[src/sfsr_pkg.sv]
// constants shared by the serial flash status register logic
package sfsr_pkg;

   // ****************************************************
   // status byte one field positions
   // ****************************************************
   localparam int LOCK_POS = 7;
   localparam int FAIL_POS = 5;
   localparam int PIN_POS = 4;
   localparam int SWP_HI = 3;
   localparam int SWP_LO = 2;
   localparam int LATCH_POS = 1;
   localparam int BUSY_POS = 0;

   // ****************************************************
   // status byte two field positions
   // ****************************************************
   localparam int RST_ALLOW_POS = 4;
   localparam int LCK_ALLOW_POS = 3;

   // ****************************************************
   // write-status-byte-1 data layout
   // ****************************************************
   localparam int GCODE_HI = 5;
   localparam int GCODE_LO = 2;

   // ****************************************************
   // reset values
   // ****************************************************
   localparam logic LOCK_RST = 1'b0;
   localparam logic LATCH_RST = 1'b0;
   localparam logic FAIL_RST = 1'b0;
   localparam logic RST_ALLOW_RST = 1'b0;
   localparam logic LCK_ALLOW_RST = 1'b0;

   // ****************************************************
   // soft protection summary codes
   // ****************************************************
   localparam logic [1:0] SWP_NONE = 2'h0;
   localparam logic [1:0] SWP_SOME = 2'h1;
   localparam logic [1:0] SWP_ALL = 2'h3;

   // ****************************************************
   // opcodes and confirmation byte
   // ****************************************************
   localparam logic [7:0] OP_WSR1 = 8'h01;
   localparam logic [7:0] OP_WSR2 = 8'h31;
   localparam logic [7:0] OP_SRST = 8'hF0;
   localparam logic [7:0] SRST_CONFIRM = 8'hD0;

   // ****************************************************
   // serial framing
   // ****************************************************
   localparam logic [2:0] LAST_BIT = 3'h7;
   localparam logic [1:0] BYTE_MAX = 2'h3;

endpackage

[src/sfsr_core.sv]
// status register logic of a serial flash, behind the spi pins
`timescale 1ns/1ps
module sfsr_core #(
   parameter logic [7:0] OP_WREN = 8'h06,
   parameter logic [7:0] OP_WRDI = 8'h04,
   parameter logic [7:0] OP_RDSR = 8'h05,
   parameter logic [7:0] OP_PROT = 8'h36,
   parameter logic [7:0] OP_UNPROT = 8'h39,
   parameter logic [7:0] OP_LOCKDN = 8'h33,
   parameter logic [7:0] OP_FREEZE = 8'h34,
   parameter int N_OTHER = 8,
   // program, erases and otp program, one byte each
   parameter logic [N_OTHER*8-1:0] OTHER_OPS = 64'h02_20_52_D8_60_C7_9B_A2
) (
   input wire logic ref_clk_in,
   input wire logic rst_n_in,
   input wire logic sck_in,
   input wire logic cs_n_in,
   input wire logic mosi_in,
   input wire logic hold_n_in,
   input wire logic wp_n_in,
   input wire logic op_busy_in,
   input wire logic op_done_in,
   input wire logic op_fail_in,
   input wire logic op_abort_in,
   input wire logic freeze_done_in,
   input wire logic prot_none_in,
   input wire logic prot_all_in,
   output logic miso_out,
   output logic miso_oe_n_out,
   output logic [7:0] status_one_out,
   output logic [7:0] status_two_out,
   output logic [7:0] cmd_opcode_out,
   output logic cmd_accept_out,
   output logic global_req_out,
   output logic [3:0] global_code_out,
   output logic soft_reset_out
);
   import sfsr_pkg::*;

   // ****************************************************
   // parameter check
   // ****************************************************
   if (N_OTHER < 1) begin : g_bad
      $error("sfsr_core: N_OTHER must be at least one");
   end

   // ****************************************************
   // pin synchronisers
   // ****************************************************
   logic [1:0] sck_s, cs_s, mosi_s, hold_s, wp_s;
   logic sck_d, cs_d;

   // two flops per pin; only stage one feeds stage two
   always_ff @(posedge ref_clk_in) begin
      if (!rst_n_in) begin
         sck_s <= 2'h0;
         cs_s <= 2'h3;
         mosi_s <= 2'h0;
         hold_s <= 2'h3;
         wp_s <= 2'h3;
         sck_d <= 1'b0;
         cs_d <= 1'b1;
      end else begin
         sck_s <= {sck_s[0], sck_in};
         cs_s <= {cs_s[0], cs_n_in};
         mosi_s <= {mosi_s[0], mosi_in};
         hold_s <= {hold_s[0], hold_n_in};
         wp_s <= {wp_s[0], wp_n_in};
         sck_d <= sck_s[1];
         cs_d <= cs_s[1];
      end
   end

   logic in_frame, sck_rise, sck_fall, cs_rise, cs_fall, wp_on;
   assign in_frame = ~cs_s[1];
   assign sck_rise = in_frame & sck_s[1] & ~sck_d;
   assign sck_fall = in_frame & ~sck_s[1] & sck_d;
   assign cs_rise = cs_s[1] & ~cs_d;
   assign cs_fall = ~cs_s[1] & cs_d;
   assign wp_on = ~wp_s[1];

   // ****************************************************
   // receive shifter and byte framing
   // ****************************************************
   logic [6:0] shift_in;
   logic [2:0] bit_cnt;
   logic [1:0] byte_cnt;
   logic [7:0] opcode, data_one, data_two;

   // bytes past the third are neither counted nor stored
   always_ff @(posedge ref_clk_in) begin
      if (!rst_n_in || cs_fall) begin
         shift_in <= 7'h00;
         bit_cnt <= 3'h0;
         byte_cnt <= 2'h0;
         opcode <= 8'h00;
         data_one <= 8'h00;
         data_two <= 8'h00;
      end else if (sck_rise) begin
         shift_in <= {shift_in[5:0], mosi_s[1]};
         bit_cnt <= bit_cnt + 3'h1;
         if (bit_cnt == LAST_BIT) begin
            if (byte_cnt == 2'h0) opcode <= {shift_in, mosi_s[1]};
            if (byte_cnt == 2'h1) data_one <= {shift_in, mosi_s[1]};
            if (byte_cnt == 2'h2) data_two <= {shift_in, mosi_s[1]};
            if (byte_cnt != BYTE_MAX) byte_cnt <= byte_cnt + 2'h1;
         end
      end
   end

   // ****************************************************
   // command classification
   // ****************************************************
   logic full_op, aligned, data_ok, is_other, is_guarded;
   logic is_wsr1, is_wsr2, is_lockcmd, is_protcmd;
   logic [N_OTHER-1:0] other_hit;

   for (genvar i = 0; i < N_OTHER; i++) begin : g_match
      assign other_hit[i] = opcode == OTHER_OPS[i*8 +: 8];
   end

   assign full_op = byte_cnt != 2'h0;
   assign aligned = bit_cnt == 3'h0;
   assign data_ok = byte_cnt >= 2'h2 && aligned;
   assign is_other = |other_hit;
   assign is_wsr1 = opcode == OP_WSR1;
   assign is_wsr2 = opcode == OP_WSR2;
   assign is_lockcmd = opcode == OP_LOCKDN || opcode == OP_FREEZE;
   assign is_protcmd = opcode == OP_PROT || opcode == OP_UNPROT;
   // an opcode still arriving is never guarded
   assign is_guarded = full_op & (is_other | is_wsr1 | is_wsr2 |
                       is_lockcmd | is_protcmd);

   // ****************************************************
   // hold abort
   // ****************************************************
   logic dead, hold_kill;
   assign hold_kill = in_frame & ~hold_s[1] & is_guarded & ~dead;

   // a held guarded frame is dead until chip select falls again
   always_ff @(posedge ref_clk_in) begin
      if (!rst_n_in || cs_fall) dead <= 1'b0;
      else if (hold_kill) dead <= 1'b1;
   end

   // ****************************************************
   // status fields
   // ****************************************************
   logic lock, write_latch_bit, fail, rst_allow, lck_allow, frozen;
   logic end_ok, wsr1_go, wsr1_block, srst_go;

   assign end_ok = cs_rise & ~dead;
   assign wsr1_block = wp_on & ~data_one[LOCK_POS];
   assign wsr1_go = end_ok & write_latch_bit & is_wsr1 & data_ok & ~wsr1_block;
   // the confirmation byte is the one straight after the opcode
   assign srst_go = end_ok & rst_allow & opcode == OP_SRST &&
                    data_ok && data_one == SRST_CONFIRM;

   // lock bit: only written by an accepted status write one
   always_ff @(posedge ref_clk_in) begin
      if (!rst_n_in) lock <= LOCK_RST;
      else if (wsr1_go) lock <= data_one[LOCK_POS];
   end

   // global action decided with the lock value before the write
   always_ff @(posedge ref_clk_in) begin
      if (!rst_n_in) begin
         global_req_out <= 1'b0;
         global_code_out <= 4'h0;
      end else begin
         global_req_out <= wsr1_go & ~lock;
         if (wsr1_go) global_code_out <= data_one[GCODE_HI:GCODE_LO];
      end
   end

   // write latch; clears win over a set arriving together
   always_ff @(posedge ref_clk_in) begin
      if (!rst_n_in) write_latch_bit <= LATCH_RST;
      else if (srst_go) write_latch_bit <= 1'b0;
      else if (op_done_in || op_abort_in) write_latch_bit <= 1'b0;
      else if (hold_kill) write_latch_bit <= 1'b0;
      else if (end_ok && full_op && aligned && opcode == OP_WREN) write_latch_bit <= 1'b1;
      else if (end_ok && full_op && opcode == OP_WRDI) write_latch_bit <= 1'b0;
      else if (end_ok && is_guarded) write_latch_bit <= 1'b0;
   end

   // fail flag moves only on a finished operation
   always_ff @(posedge ref_clk_in) begin
      if (!rst_n_in) fail <= FAIL_RST;
      else if (op_done_in) fail <= op_fail_in;
   end

   // soft reset request leaves lock and both allow bits alone
   always_ff @(posedge ref_clk_in) begin
      if (!rst_n_in) soft_reset_out <= 1'b0;
      else soft_reset_out <= srst_go;
   end

   // reset allow written by status write two only
   always_ff @(posedge ref_clk_in) begin
      if (!rst_n_in) rst_allow <= RST_ALLOW_RST;
      else if (end_ok && write_latch_bit && is_wsr2 && data_ok)
         rst_allow <= data_one[RST_ALLOW_POS];
   end

   // freeze is permanent until power is cycled
   always_ff @(posedge ref_clk_in) begin
      if (!rst_n_in) frozen <= 1'b0;
      else if (freeze_done_in) frozen <= 1'b1;
   end

   // lockdown allow: no automatic clear except freeze
   always_ff @(posedge ref_clk_in) begin
      if (!rst_n_in) lck_allow <= LCK_ALLOW_RST;
      else if (freeze_done_in || frozen) lck_allow <= 1'b0;
      else if (end_ok && write_latch_bit && is_wsr2 && data_ok)
         lck_allow <= data_one[LCK_ALLOW_POS];
   end

   // ****************************************************
   // acceptance seen by the array sequencer
   // ****************************************************
   logic next_accept;
   always_comb begin
      next_accept = in_frame & ~dead & write_latch_bit & is_guarded;
      if (is_lockcmd && !lck_allow) next_accept = 1'b0;
      if (is_protcmd && lock) next_accept = 1'b0;
      if (is_wsr1 || is_wsr2) next_accept = 1'b0;
   end

   always_ff @(posedge ref_clk_in) begin
      if (!rst_n_in) begin
         cmd_accept_out <= 1'b0;
         cmd_opcode_out <= 8'h00;
      end else begin
         cmd_accept_out <= next_accept;
         cmd_opcode_out <= opcode;
      end
   end

   // ****************************************************
   // status images
   // ****************************************************
   logic [1:0] soft_protect_summary;
   logic [7:0] next_one, next_two;
   always_comb begin
      soft_protect_summary = prot_all_in ? SWP_ALL :
            (prot_none_in ? SWP_NONE : SWP_SOME);
      next_one = 8'h00;
      next_one[LOCK_POS] = lock;
      next_one[FAIL_POS] = fail;
      next_one[PIN_POS] = wp_s[1];
      next_one[SWP_HI:SWP_LO] = soft_protect_summary;
      next_one[LATCH_POS] = write_latch_bit;
      next_one[BUSY_POS] = op_busy_in;
      next_two = 8'h00;
      next_two[RST_ALLOW_POS] = rst_allow;
      next_two[LCK_ALLOW_POS] = lck_allow;
      next_two[BUSY_POS] = op_busy_in;
   end

   always_ff @(posedge ref_clk_in) begin
      if (!rst_n_in) begin
         status_one_out <= 8'h00;
         status_two_out <= 8'h00;
      end else begin
         status_one_out <= next_one;
         status_two_out <= next_two;
      end
   end

   // ****************************************************
   // status read out, bytes one and two alternate
   // ****************************************************
   logic rd_active, rd_sel;
   logic [6:0] out_sh;
   assign rd_active = in_frame & full_op & opcode == OP_RDSR;

   // fresh image per byte so busy polling sees updates
   always_ff @(posedge ref_clk_in) begin
      if (!rst_n_in || cs_fall) begin
         miso_out <= 1'b0;
         out_sh <= 7'h00;
         rd_sel <= 1'b0;
      end else if (sck_fall && rd_active && aligned) begin
         miso_out <= rd_sel ? status_two_out[7] : status_one_out[7];
         out_sh <= rd_sel ? status_two_out[6:0] : status_one_out[6:0];
         rd_sel <= ~rd_sel;
      end else if (sck_fall && rd_active) begin
         miso_out <= out_sh[6];
         out_sh <= {out_sh[5:0], 1'b0};
      end
   end

   always_ff @(posedge ref_clk_in) begin
      if (!rst_n_in) miso_oe_n_out <= 1'b1;
      else miso_oe_n_out <= ~rd_active;
   end
endmodule

[config.mk]
export PLATFORM = sky130hd
export DESIGN_NAME = sfsr_core
export DESIGN_NICKNAME = d
export VERILOG_FILES = /design/src/sfsr_pkg.sv /design/src/sfsr_core.sv
export SDC_FILE = /design/constraint.sdc
export NUM_CORES = 1
export LEC_CHECK = 0
export BUFFER_PORTS_ARGS = -buffer_cell sky130_fd_sc_hd__buf_2
export CORE_ASPECT_RATIO = 1.4
export CORE_MARGIN = 2
export CORE_UTILIZATION = 51
export CTS_CLUSTER_DIAMETER = 40
export CTS_CLUSTER_SIZE = 14
export DETAILED_ROUTE_END_ITERATION = 10
export PLACE_DENSITY = 0.75
export REMOVE_ABC_BUFFERS = 1
export SYNTH_ARGS = -nofsm -noshare
export SYNTH_HDL_FRONTEND = slang
export SYNTH_SLANG_ARGS = --single-unit
[constraint.sdc]
create_clock -name ref_clk_in -period 2.23 [get_ports ref_clk_in]
set_input_delay 0.3345 -clock ref_clk_in [delete_from_list [all_inputs] [get_ports ref_clk_in]]
set_output_delay 0.3345 -clock ref_clk_in [all_outputs]
set_load 0.005 [all_outputs]
==> flow_results.org, run 1 <==
** Clock network
- Once the clock tree was built, the setup fixing pass inserted 0 buffers.
- Latest clock arrival within the worst-skew pair :: 0.36 ns
- TritonCTS built the clock tree.
- H-tree depth reported by CTS :: 3
- Clock tree synthesis selected as its root buffer the cell sky130_fd_sc_hd__clkbuf_8.
- After clock tree synthesis, the clock-pin slew on the worst setup and hold paths is 0.08 ns.
- CTS Hold Buffers Added :: 0
- Counting every sink on the clock net gives 81.
- TritonCTS buffer count :: 9
- CTS max path bufs :: 2

** Timing
- The total count of hold-check failures in the final report was 0.
- Clock period minus final worst setup slack :: 2.14 ns
- For the pin with the worst max-slew slack, the measured transition is 0.682 ns.
- Setup violations remaining at the end of the flow were counted as 0.
- Remaining max-slew budget at the tightest pin :: 54.5%
- Total count of max-transition violations in the final report :: 0
- Setup repair after global routing missed its margin :: no
- Hold timing on the final database bottoms out at a slack of 0.151 ns.
- Highest attainable clock frequency :: 0.467 GHz
- Across the routed clock network, the largest skew measured is 0.0158 ns.
- Of the available clock period, the critical path in the final layout requires 95.9%.

** Final layout
- At the end of the flow, the number of nets in the layout was 413.
- Leaving out filler cells and counting taps, the final layout contains 469.
- Filler cells :: 514
- Area of the multi-input gates :: 1560 µm²
- Leading cell types in the layout, fill and taps excluded :: sky130_fd_sc_hd__dfxtp_1, sky130_fd_sc_hd__nor2_1, sky130_fd_sc_hd__buf_2, sky130_fd_sc_hd__mux2i_1, sky130_fd_sc_hd__and2_1
- Design Area, Final :: 3870 µm²
- Cells with a size suffix above 1 make up 21.2% of the layout.
- Commonest non-fill, non-tap cell in the layout :: sky130_fd_sc_hd__dfxtp_1
- Area taken by flip-flops and latches :: 1620 µm²
- Area added between synthesis and finish :: 16.6%
- Number of antenna diodes :: 0

** Yosys
- Summed over all instances, the cell type with the most area after synthesis is sky130_fd_sc_hd__dfxtp_1.
- Most instantiated flip-flop cell in the synthesis netlist :: sky130_fd_sc_hd__dfxtp_1
- Yosys attributes the largest share of cell area to sky130_fd_sc_hd__dfxtp_1, sky130_fd_sc_hd__mux2i_1, sky130_fd_sc_hd__nor2_1.
- The share of the Yosys chip area taken by registers is 48.9%.
- Counting flops with a built-in enable in the synthesized netlist gives 0.
- In this run the mean area of a mapped cell was 9.58 µm².
- The synthesized netlist contains 46 unique library cells.
- Gate Count Post-Synth :: 346
- Of the post-synthesis cell area, the dominant cell type holds 48.9%.
- The mapped netlist covers 3320 µm².
- Yosys warns :: 0
- Share of async-settable or async-resettable flops after synthesis :: 0%
- In this run, synthesis produced a sequential element count of 81.

** Power
- VDD sags by at most 0.457 mV.
- In this run the power spent charging and discharging nets is 0.593 mW.
- Sw Share :: 21.5%
- Part of the power in the clock network :: 43.8%
- Sequential cells account for 53.3% of the total power.
- Dividing total power by cell area gives a power density of 713 nW/µm².
- Static Leakage :: 1.66 nW
- Combinational logic is responsible for 2.9% of the overall power.
- Int Power :: 2.16 mW
- Power after layout :: 2.76 mW

** Drt
- After detailed routing, the number of remaining DRC violations is 0.
- Count of vias placed by the detailed router :: 2526
- ANT nets after route :: 0
- Dividing the detail-routed via count by the number of cells gives 5.39.
- Initial DRC count :: 98
- In the final routed layout, each cell accounts on average for 14.5 µm.
- The first detailed-routing pass ran for 4 iterations.
- Wires add up to 6810 µm.

** Die
- Core ar. :: 6250 µm²
- The initial utilization of the core area, before any placement, comes to 53.0%.
- Die area :: 7170 µm²
- In this run the vertical extent of the chip is 99.4 µm.
- I/O pin count :: 47
- Total number of placement rows :: 34
- Die Wd :: 72.1 µm

** Global route
- Number of antenna violations at the first check in global routing :: 0
- Maximum number of pins on one net before global-route repair :: 25
- For this run, the total global-route usage over all layers was measured as 20.8%.
- Global routing finished with a remaining overflow of 0.
- Global-route wire length before repair :: 11500 µm
- The via count of the first global-routing pass came to 2438.

** Run
- Number of max-cap violations :: 0

** Hold path
- The worst hold path belongs to the class in -> reg.

** Placement
- Post-placement cell count :: 453
- Input and output buffers added on the ports amount to 40.
- At the end of routability-driven placement, the weighted congestion stood at 0.878.
- Detailed placement finished with a half-perimeter wire length of 5130 µm.
- Summing all placed instances gives a cell area of 3630 µm².

** Status
- Result of the run :: complete, no violations

** Critical path
- The worst setup path is of the reg -> reg kind.
- At the worst endpoint, the arrival time is 2.40 ns.
- Data required time of the critical path :: 2.49 ns
- Worst-path fanout max :: 5
- STA classifies the critical path endpoint as a register.
- The worst setup path is launched from a register.
==> Yosys cell counts, drive strengths merged (6+ instances only) <==
| master | instances |
|---|---|
| buf | 10 |
| nor4 | 6 |
| clkbuf | 17 |
| inv | 11 |
| ha | 7 |
| nand2 | 7 |
| nand2b | 9 |
| a21oi | 14 |
| and2 | 19 |
| dfxtp | 81 |
| o21ai | 6 |
| mux2i | 36 |
| nor2 | 62 |
| nand3 | 7 |
==> layout make-up <==
| type | count | area share (%) |
|---|---|---|
| clock buffers | 11 | 3.66 |
| clock inverters | 5 | 2.20 |
| inverters | 11 | 1.07 |
| multi-input cells | 232 | 40.3 |
| flip-flops and latches | 81 | 41.9 |
| well taps | 72 | 2.33 |
| repair buffers | 57 | 8.48 |
==> through the flow <==
step           worst slack, ns  setup TNS, ns  util [%]
6_report                0.0905              0      61.8
5_1_grt                 0.0235              0      61.8
4_1_cts                 0.0179              0      61.6
3_5_place_dp            0.0213              0      58.0
3_3_place_gp            0.0820              0      58.0
2_1_floorplan           -0.707         -19.17         -
==> power by group through the flow <==
stage / logic, mW / registers [mW] / clock network, mW
2_1_floorplan: 0.0359 / 1.50 / 0
3_3_place_gp: 0.0781 / 1.50 / 0
3_5_place_dp: 0.0790 / 1.50 / 0
4_1_cts: 0.0794 / 1.47 / 1.23
5_1_grt: 0.0898 / 1.47 / 1.28
6_report: 0.0788 / 1.47 / 1.21
==> registers in the layout, summed over array words and instances, names as in the netlist, 3 cells and up <==
register         cells
global_code_out      4
cmd_opcode_out       8
status_one_out       7
data_one             8
out_sh               7
bit_cnt              3
opcode               8
shift_in             7
==> critical path, stage by stage (launching register included) <==
cell and delay (ns):
sky130_fd_sc_hd__dfxtp_1 0.34, sky130_fd_sc_hd__inv_1 0.10, sky130_fd_sc_hd__ha_4 0.17, sky130_fd_sc_hd__nand2b_4 0.05
sky130_fd_sc_hd__or4_4 0.54, sky130_fd_sc_hd__or4_4 0.50, sky130_fd_sc_hd__and2_1 0.15, sky130_fd_sc_hd__a31o_1 0.19
==> per-layer routing <==
metal	global-route usage (%)	share of wire, %	wire [µm]	vias to the layer above
li1	-	-	-	1262
met1	23.9	41	2770	1178
met2	35.3	53	3580	66
met3	4.56	4.0	275	20
met4	11.6	2.7	187	0
met5	0	0	0	-
==> logic make-up (layout without fill, tap and decap cells) <==
group,count (synthesis),in the layout,share of synthesized area [%]
mux,36,36,10.9
other cells,1,6,0.113
fa+ha+maj,7,7,2.64
compound gates,30,30,5.55
simple gates,149,149,25.6
xor+xnor,4,4,1.06
flops,81,81,48.9
buf+inv,38,84,5.28
==> worst paths after layout <==
path,startpoint,endpoint,slack [ns],cells past startpoint
min,wp_n_in,wp_s[0],0.15,2
max,bit_cnt[0],write_latch_bit,0.09,7
min reg2reg,cs_s[0],cs_s[1],0.41,1
max reg2reg,bit_cnt[0],write_latch_bit,0.09,7
==> timing repair <==
| action | 4_1_cts | 5_1_grt |
|---|---|---|
| endpoints found under the hold margin | 0 | 0 |
| setup endpoints to repair | 0 | 2 |
| resized for setup | 0 | 2 |
Note: power is estimated with default switching activity, not from simulation.
==> run 2: changes to the inputs <==
--- a/config.mk
+++ b/config.mk
@@ -5,7 +5,9 @@
 export SDC_FILE = /design/constraint.sdc
 export NUM_CORES = 1
 export LEC_CHECK = 0
+export ABC_AREA = 1
 export BUFFER_PORTS_ARGS = -buffer_cell sky130_fd_sc_hd__buf_2
+export CAP_MARGIN = 20
 export CORE_ASPECT_RATIO = 1.4
 export CORE_MARGIN = 2
 export CORE_UTILIZATION = 51
==> run 2 against run 1 <==
Against the previous run:
- cell area decreased by 2.4%
- synthesized cell count increased by 24%
- wire length increased by 2.7%
- worst setup slack gained 0.22 ns
- count of clock-buffer cells in the layout increased by 1
- die area down 0.51%
- worst hold slack better by 0.023 ns
- first-iteration DRC count grew 49%
- register-to-register slack improved by 0.22 ns
- power is 1.1% higher
==> flow_results.org, run 2 <==
** Status
- The run finished with clean final reports.

** Yosys
- Count of flip-flops with a built-in enable after synthesis :: 0 (unchanged)
- Ranked by total cell area, the synthesized netlist is headed by sky130_fd_sc_hd__dfxtp_1, sky130_fd_sc_hd__nand2_1, sky130_fd_sc_hd__inv_1.
- Synthesis-stage register bit count :: 81 (unchanged)
- Post-synthesis cell type count :: 32 (-30%)
- The synthesized cell area came to 3300 µm² (-0.53%).
- The total number of yosys warnings came to 0 (unchanged).
- Share of async-settable or async-resettable flops after synthesis :: 0% (unchanged)
- Avg Cell Area, Syn :: 7.69 µm² (-20%)
- In the post-synthesis netlist, the cell with the most instances is sky130_fd_sc_hd__dfxtp_1.
- The largest total area in the synthesized netlist belongs to sky130_fd_sc_hd__dfxtp_1.
- Yosys top cell area share :: 49.2% (+0.26 points)
- Gate Count Post-Synth :: 429 (+24%)
- For this run, the leading register cell type out of synthesis is sky130_fd_sc_hd__dfxtp_1.
- The sequential element share of the synthesized area is 49.2% (+0.26 points).
- Top cells by instance count after synthesis :: sky130_fd_sc_hd__dfxtp_1, sky130_fd_sc_hd__nand2_1, sky130_fd_sc_hd__inv_1, sky130_fd_sc_hd__nor2_1, sky130_fd_sc_hd__a21oi_1

** Critical path
- Endpoint type of the worst setup path :: register
- The required time at the worst-slack endpoint was 2.47 ns (-0.02 ns).
- Critical path startpoint category :: register
- The startpoint identified for the worst register-to-register timing path is bit_cnt[0].
- Critical setup path kind :: reg -> reg
- The critical path starts at bit_cnt[0].
- The maximum fanout along the worst path was 10 (+5).
- The arrival time of data at the critical path endpoint came to 2.15 ns (-0.25 ns).

** Drt
- Avg Vias per Cell :: 5.05 (-6.1%)
- Count of vias placed by the detailed router :: 2770 (+9.7%)
- Post-detailed-routing wire length :: 7000 µm (+2.7%)
- Remaining routing DRC violations :: 0 (unchanged)
- Detailed-route wire length per cell :: 12.8 µm (-12%)
- Initial DRC count :: 146 (+49%)
- First drt pass iteration count :: 5 (+1)
- ANT nets after route :: 0 (unchanged)

** Die
- Die Wd :: 72.0 µm (-0.25%)
- Height of the die :: 99.2 µm (-0.26%)
- The initial core utilization came to 52.7% (-0.28 points).
- Total number of placement rows :: 34 (unchanged)
- Die area :: 7140 µm² (-0.51%)
- Core ar. :: 6250 µm² (unchanged)
- The I/O pin total was 47 (unchanged).

** Final layout
- The count of fill cells added during filler insertion is 573 (+11%).
- Area taken by flip-flops and latches :: 1620 µm² (unchanged)
- The number of antenna repair diodes was 0 (unchanged).
- The fraction of layout instances using a drive strength above 1 is 17.0% (-4.1 points).
- Leaving out fill and tap cells, the most frequent cell in the layout is sky130_fd_sc_hd__dfxtp_1.
- The area taken by multi-input logic gates came to 1340 µm² (-14%).
- Number of nets in the final layout :: 493 (+19%)
- Largest registers :: cmd_opcode_out (8), data_one (8), opcode (8)
- Leading cell types in the layout, fill and taps excluded :: sky130_fd_sc_hd__dfxtp_1, sky130_fd_sc_hd__nand2_1, sky130_fd_sc_hd__inv_1, sky130_fd_sc_hd__nor2_1, sky130_fd_sc_hd__a21oi_1
- The area of all placed cells without fillers came to 3770 µm² (-2.4%).
- Area added between synthesis and finish :: 14.4%

** Placement
- The weighted congestion at the end of routability-driven global placement is 0.923 (+5.1%).
- The count of buffers inserted at the top-level ports is 40 (unchanged).
- Instance area at placement :: 3550 µm² (-2.2%)
- HPWL Detailed :: 5120 µm (-0.26%)

** Timing
- Setup repair after global routing left no endpoint under its margin.
- Final number of setup-violating endpoints :: 0 (unchanged)
- Setup TNS :: 0 ns (unchanged)
- The clock skew came to 0.00988 ns (-0.00595 ns).
- The total count of max-transition violations in the final report came to 0 (unchanged).
- The timing-limited maximum frequency came to 0.522 GHz (+12%).
- The actual slew at the worst max-slew pin is 0.580 ns (-0.103 ns).
- Remaining max-slew budget at the tightest pin :: 61.1% (+6.5 points)
- Clock period minus final worst setup slack :: 1.92 ns (-0.223 ns)
- Ratio of final minimum period to clock period :: 85.9% (-10 points)
- Final count of hold timing violations :: 0 (unchanged)

** Clock network
- The clock latency on the worst-skew pair is 0.34 ns (-0.02 ns).
- Number of sinks on the clock net :: 81 (unchanged)
- The post-cts repair resize count is 0 (unchanged).
- Post-CTS clock slew at the launch and capture registers of the worst setup and hold paths :: 0.08 ns (about the same)
- Clock root buffer :: sky130_fd_sc_hd__clkbuf_8
- CTS max path bufs :: 2 (unchanged)
- H-tree depth reported by CTS :: 3 (unchanged)
- Number of buffers added for setup after CTS :: 0 (unchanged)
- CTS Hold Buffers Added :: 0 (unchanged)
- TritonCTS buffer count :: 9 (unchanged)
- TritonCTS built the clock tree.

** Global route
- The largest net degree at the start of global routing came to 24 (-4.0%).
- Sum of overflow across all layers after global routing :: 0 (unchanged)
- Number of antenna violations at the first check in global routing :: 0 (unchanged)
- The via count of the first global-routing pass is 2590 (+6.2%).
- The total routing resource utilization after global routing came to 20.8% (-0.087 points).
- The wire length of the first global-routing pass was 11500 µm (-0.24%).

** Hold path
- The tightest min-delay check is of the in -> reg type.
- Hold Startpoint :: op_busy_in

** Power
- The total power per unit cell area is 738 nW/µm² (+3.6%).
- The static leakage was 1.81 nW (+9.0%).
- The worst IR drop on VDD is 0.448 mV (-2.1%).

** Run
- The max-cap check violation count is 0 (unchanged).
run 2: final timing paths:
path                        to  slack, ns  depth (start not counted)
max            write_latch_bit       0.31                          9
min          status_one_out[0]       0.17                          3
max reg2reg    write_latch_bit       0.31                          9
min reg2reg           sck_s[1]       0.42                          2
run 2: cell type report:
cell class	instances	share of cell area [%]
clock buffer	12	3.58
multi-input combinational	267	35.6
timing repair buffer	45	6.30
sequential	81	43.0
clock inverter	3	2.39
inverter	68	6.76
tap	72	2.39
run 2: through the flow:
| stage | setup slack [ns] | total power, mW | hold WS (ns) | instances | utilization [%] |
|---|---|---|---|---|---|
| after floorplan | 0.467 | 1.55 | 0.390 | 416 | - |
| after global placement | 0.346 | 1.60 | 0.392 | 533 | 56.7 |
| after detailed placement | 0.327 | 1.60 | 0.402 | 533 | 56.7 |
| after CTS | 0.313 | 2.81 | 0.159 | 548 | 60.3 |
| after global routing | 0.0548 | 2.89 | 0.153 | 548 | 60.3 |
| final | 0.314 | 2.79 | 0.174 | 548 | 60.3 |
run 2: per-layer routing:
metal  vias up  GRT usage [%]  share of wire (%)
met1      1245           24.5                 44
met5         -              0                  0
li1       1431              -                  -
met2        75           35.2                 50
met3        19           4.36                4.1
met4         0           10.4                2.5
run 2: power by group:
part / switching, mW / internal, mW / total [mW]
logic: 0.0582 / 0.0354 / 0.0936
registers: 0.00961 / 1.46 / 1.47
clock network: 0.479 / 0.740 / 1.22
run 2: logic make-up after synthesis:
group,count (synthesis),synth area share (%)
simple gates,160,22.5
compound gates,94,14.9
buf+inv,86,10.7
flops,81,49.2
fa+ha+maj,7,2.66
other cells,1,0.114
run 2: worst max-delay path, cell delays in order, from the launching register on:
cell and delay [ns]:
sky130_fd_sc_hd__dfxtp_1 0.32, sky130_fd_sc_hd__inv_1 0.09, sky130_fd_sc_hd__ha_1 0.15, sky130_fd_sc_hd__nand2_1 0.26, sky130_fd_sc_hd__nor2_1 0.23, sky130_fd_sc_hd__nand3_1 0.10, sky130_fd_sc_hd__nor4_1 0.42, sky130_fd_sc_hd__nor2_1 0.08
sky130_fd_sc_hd__nand2_1 0.11, sky130_fd_sc_hd__a21oi_2 0.03
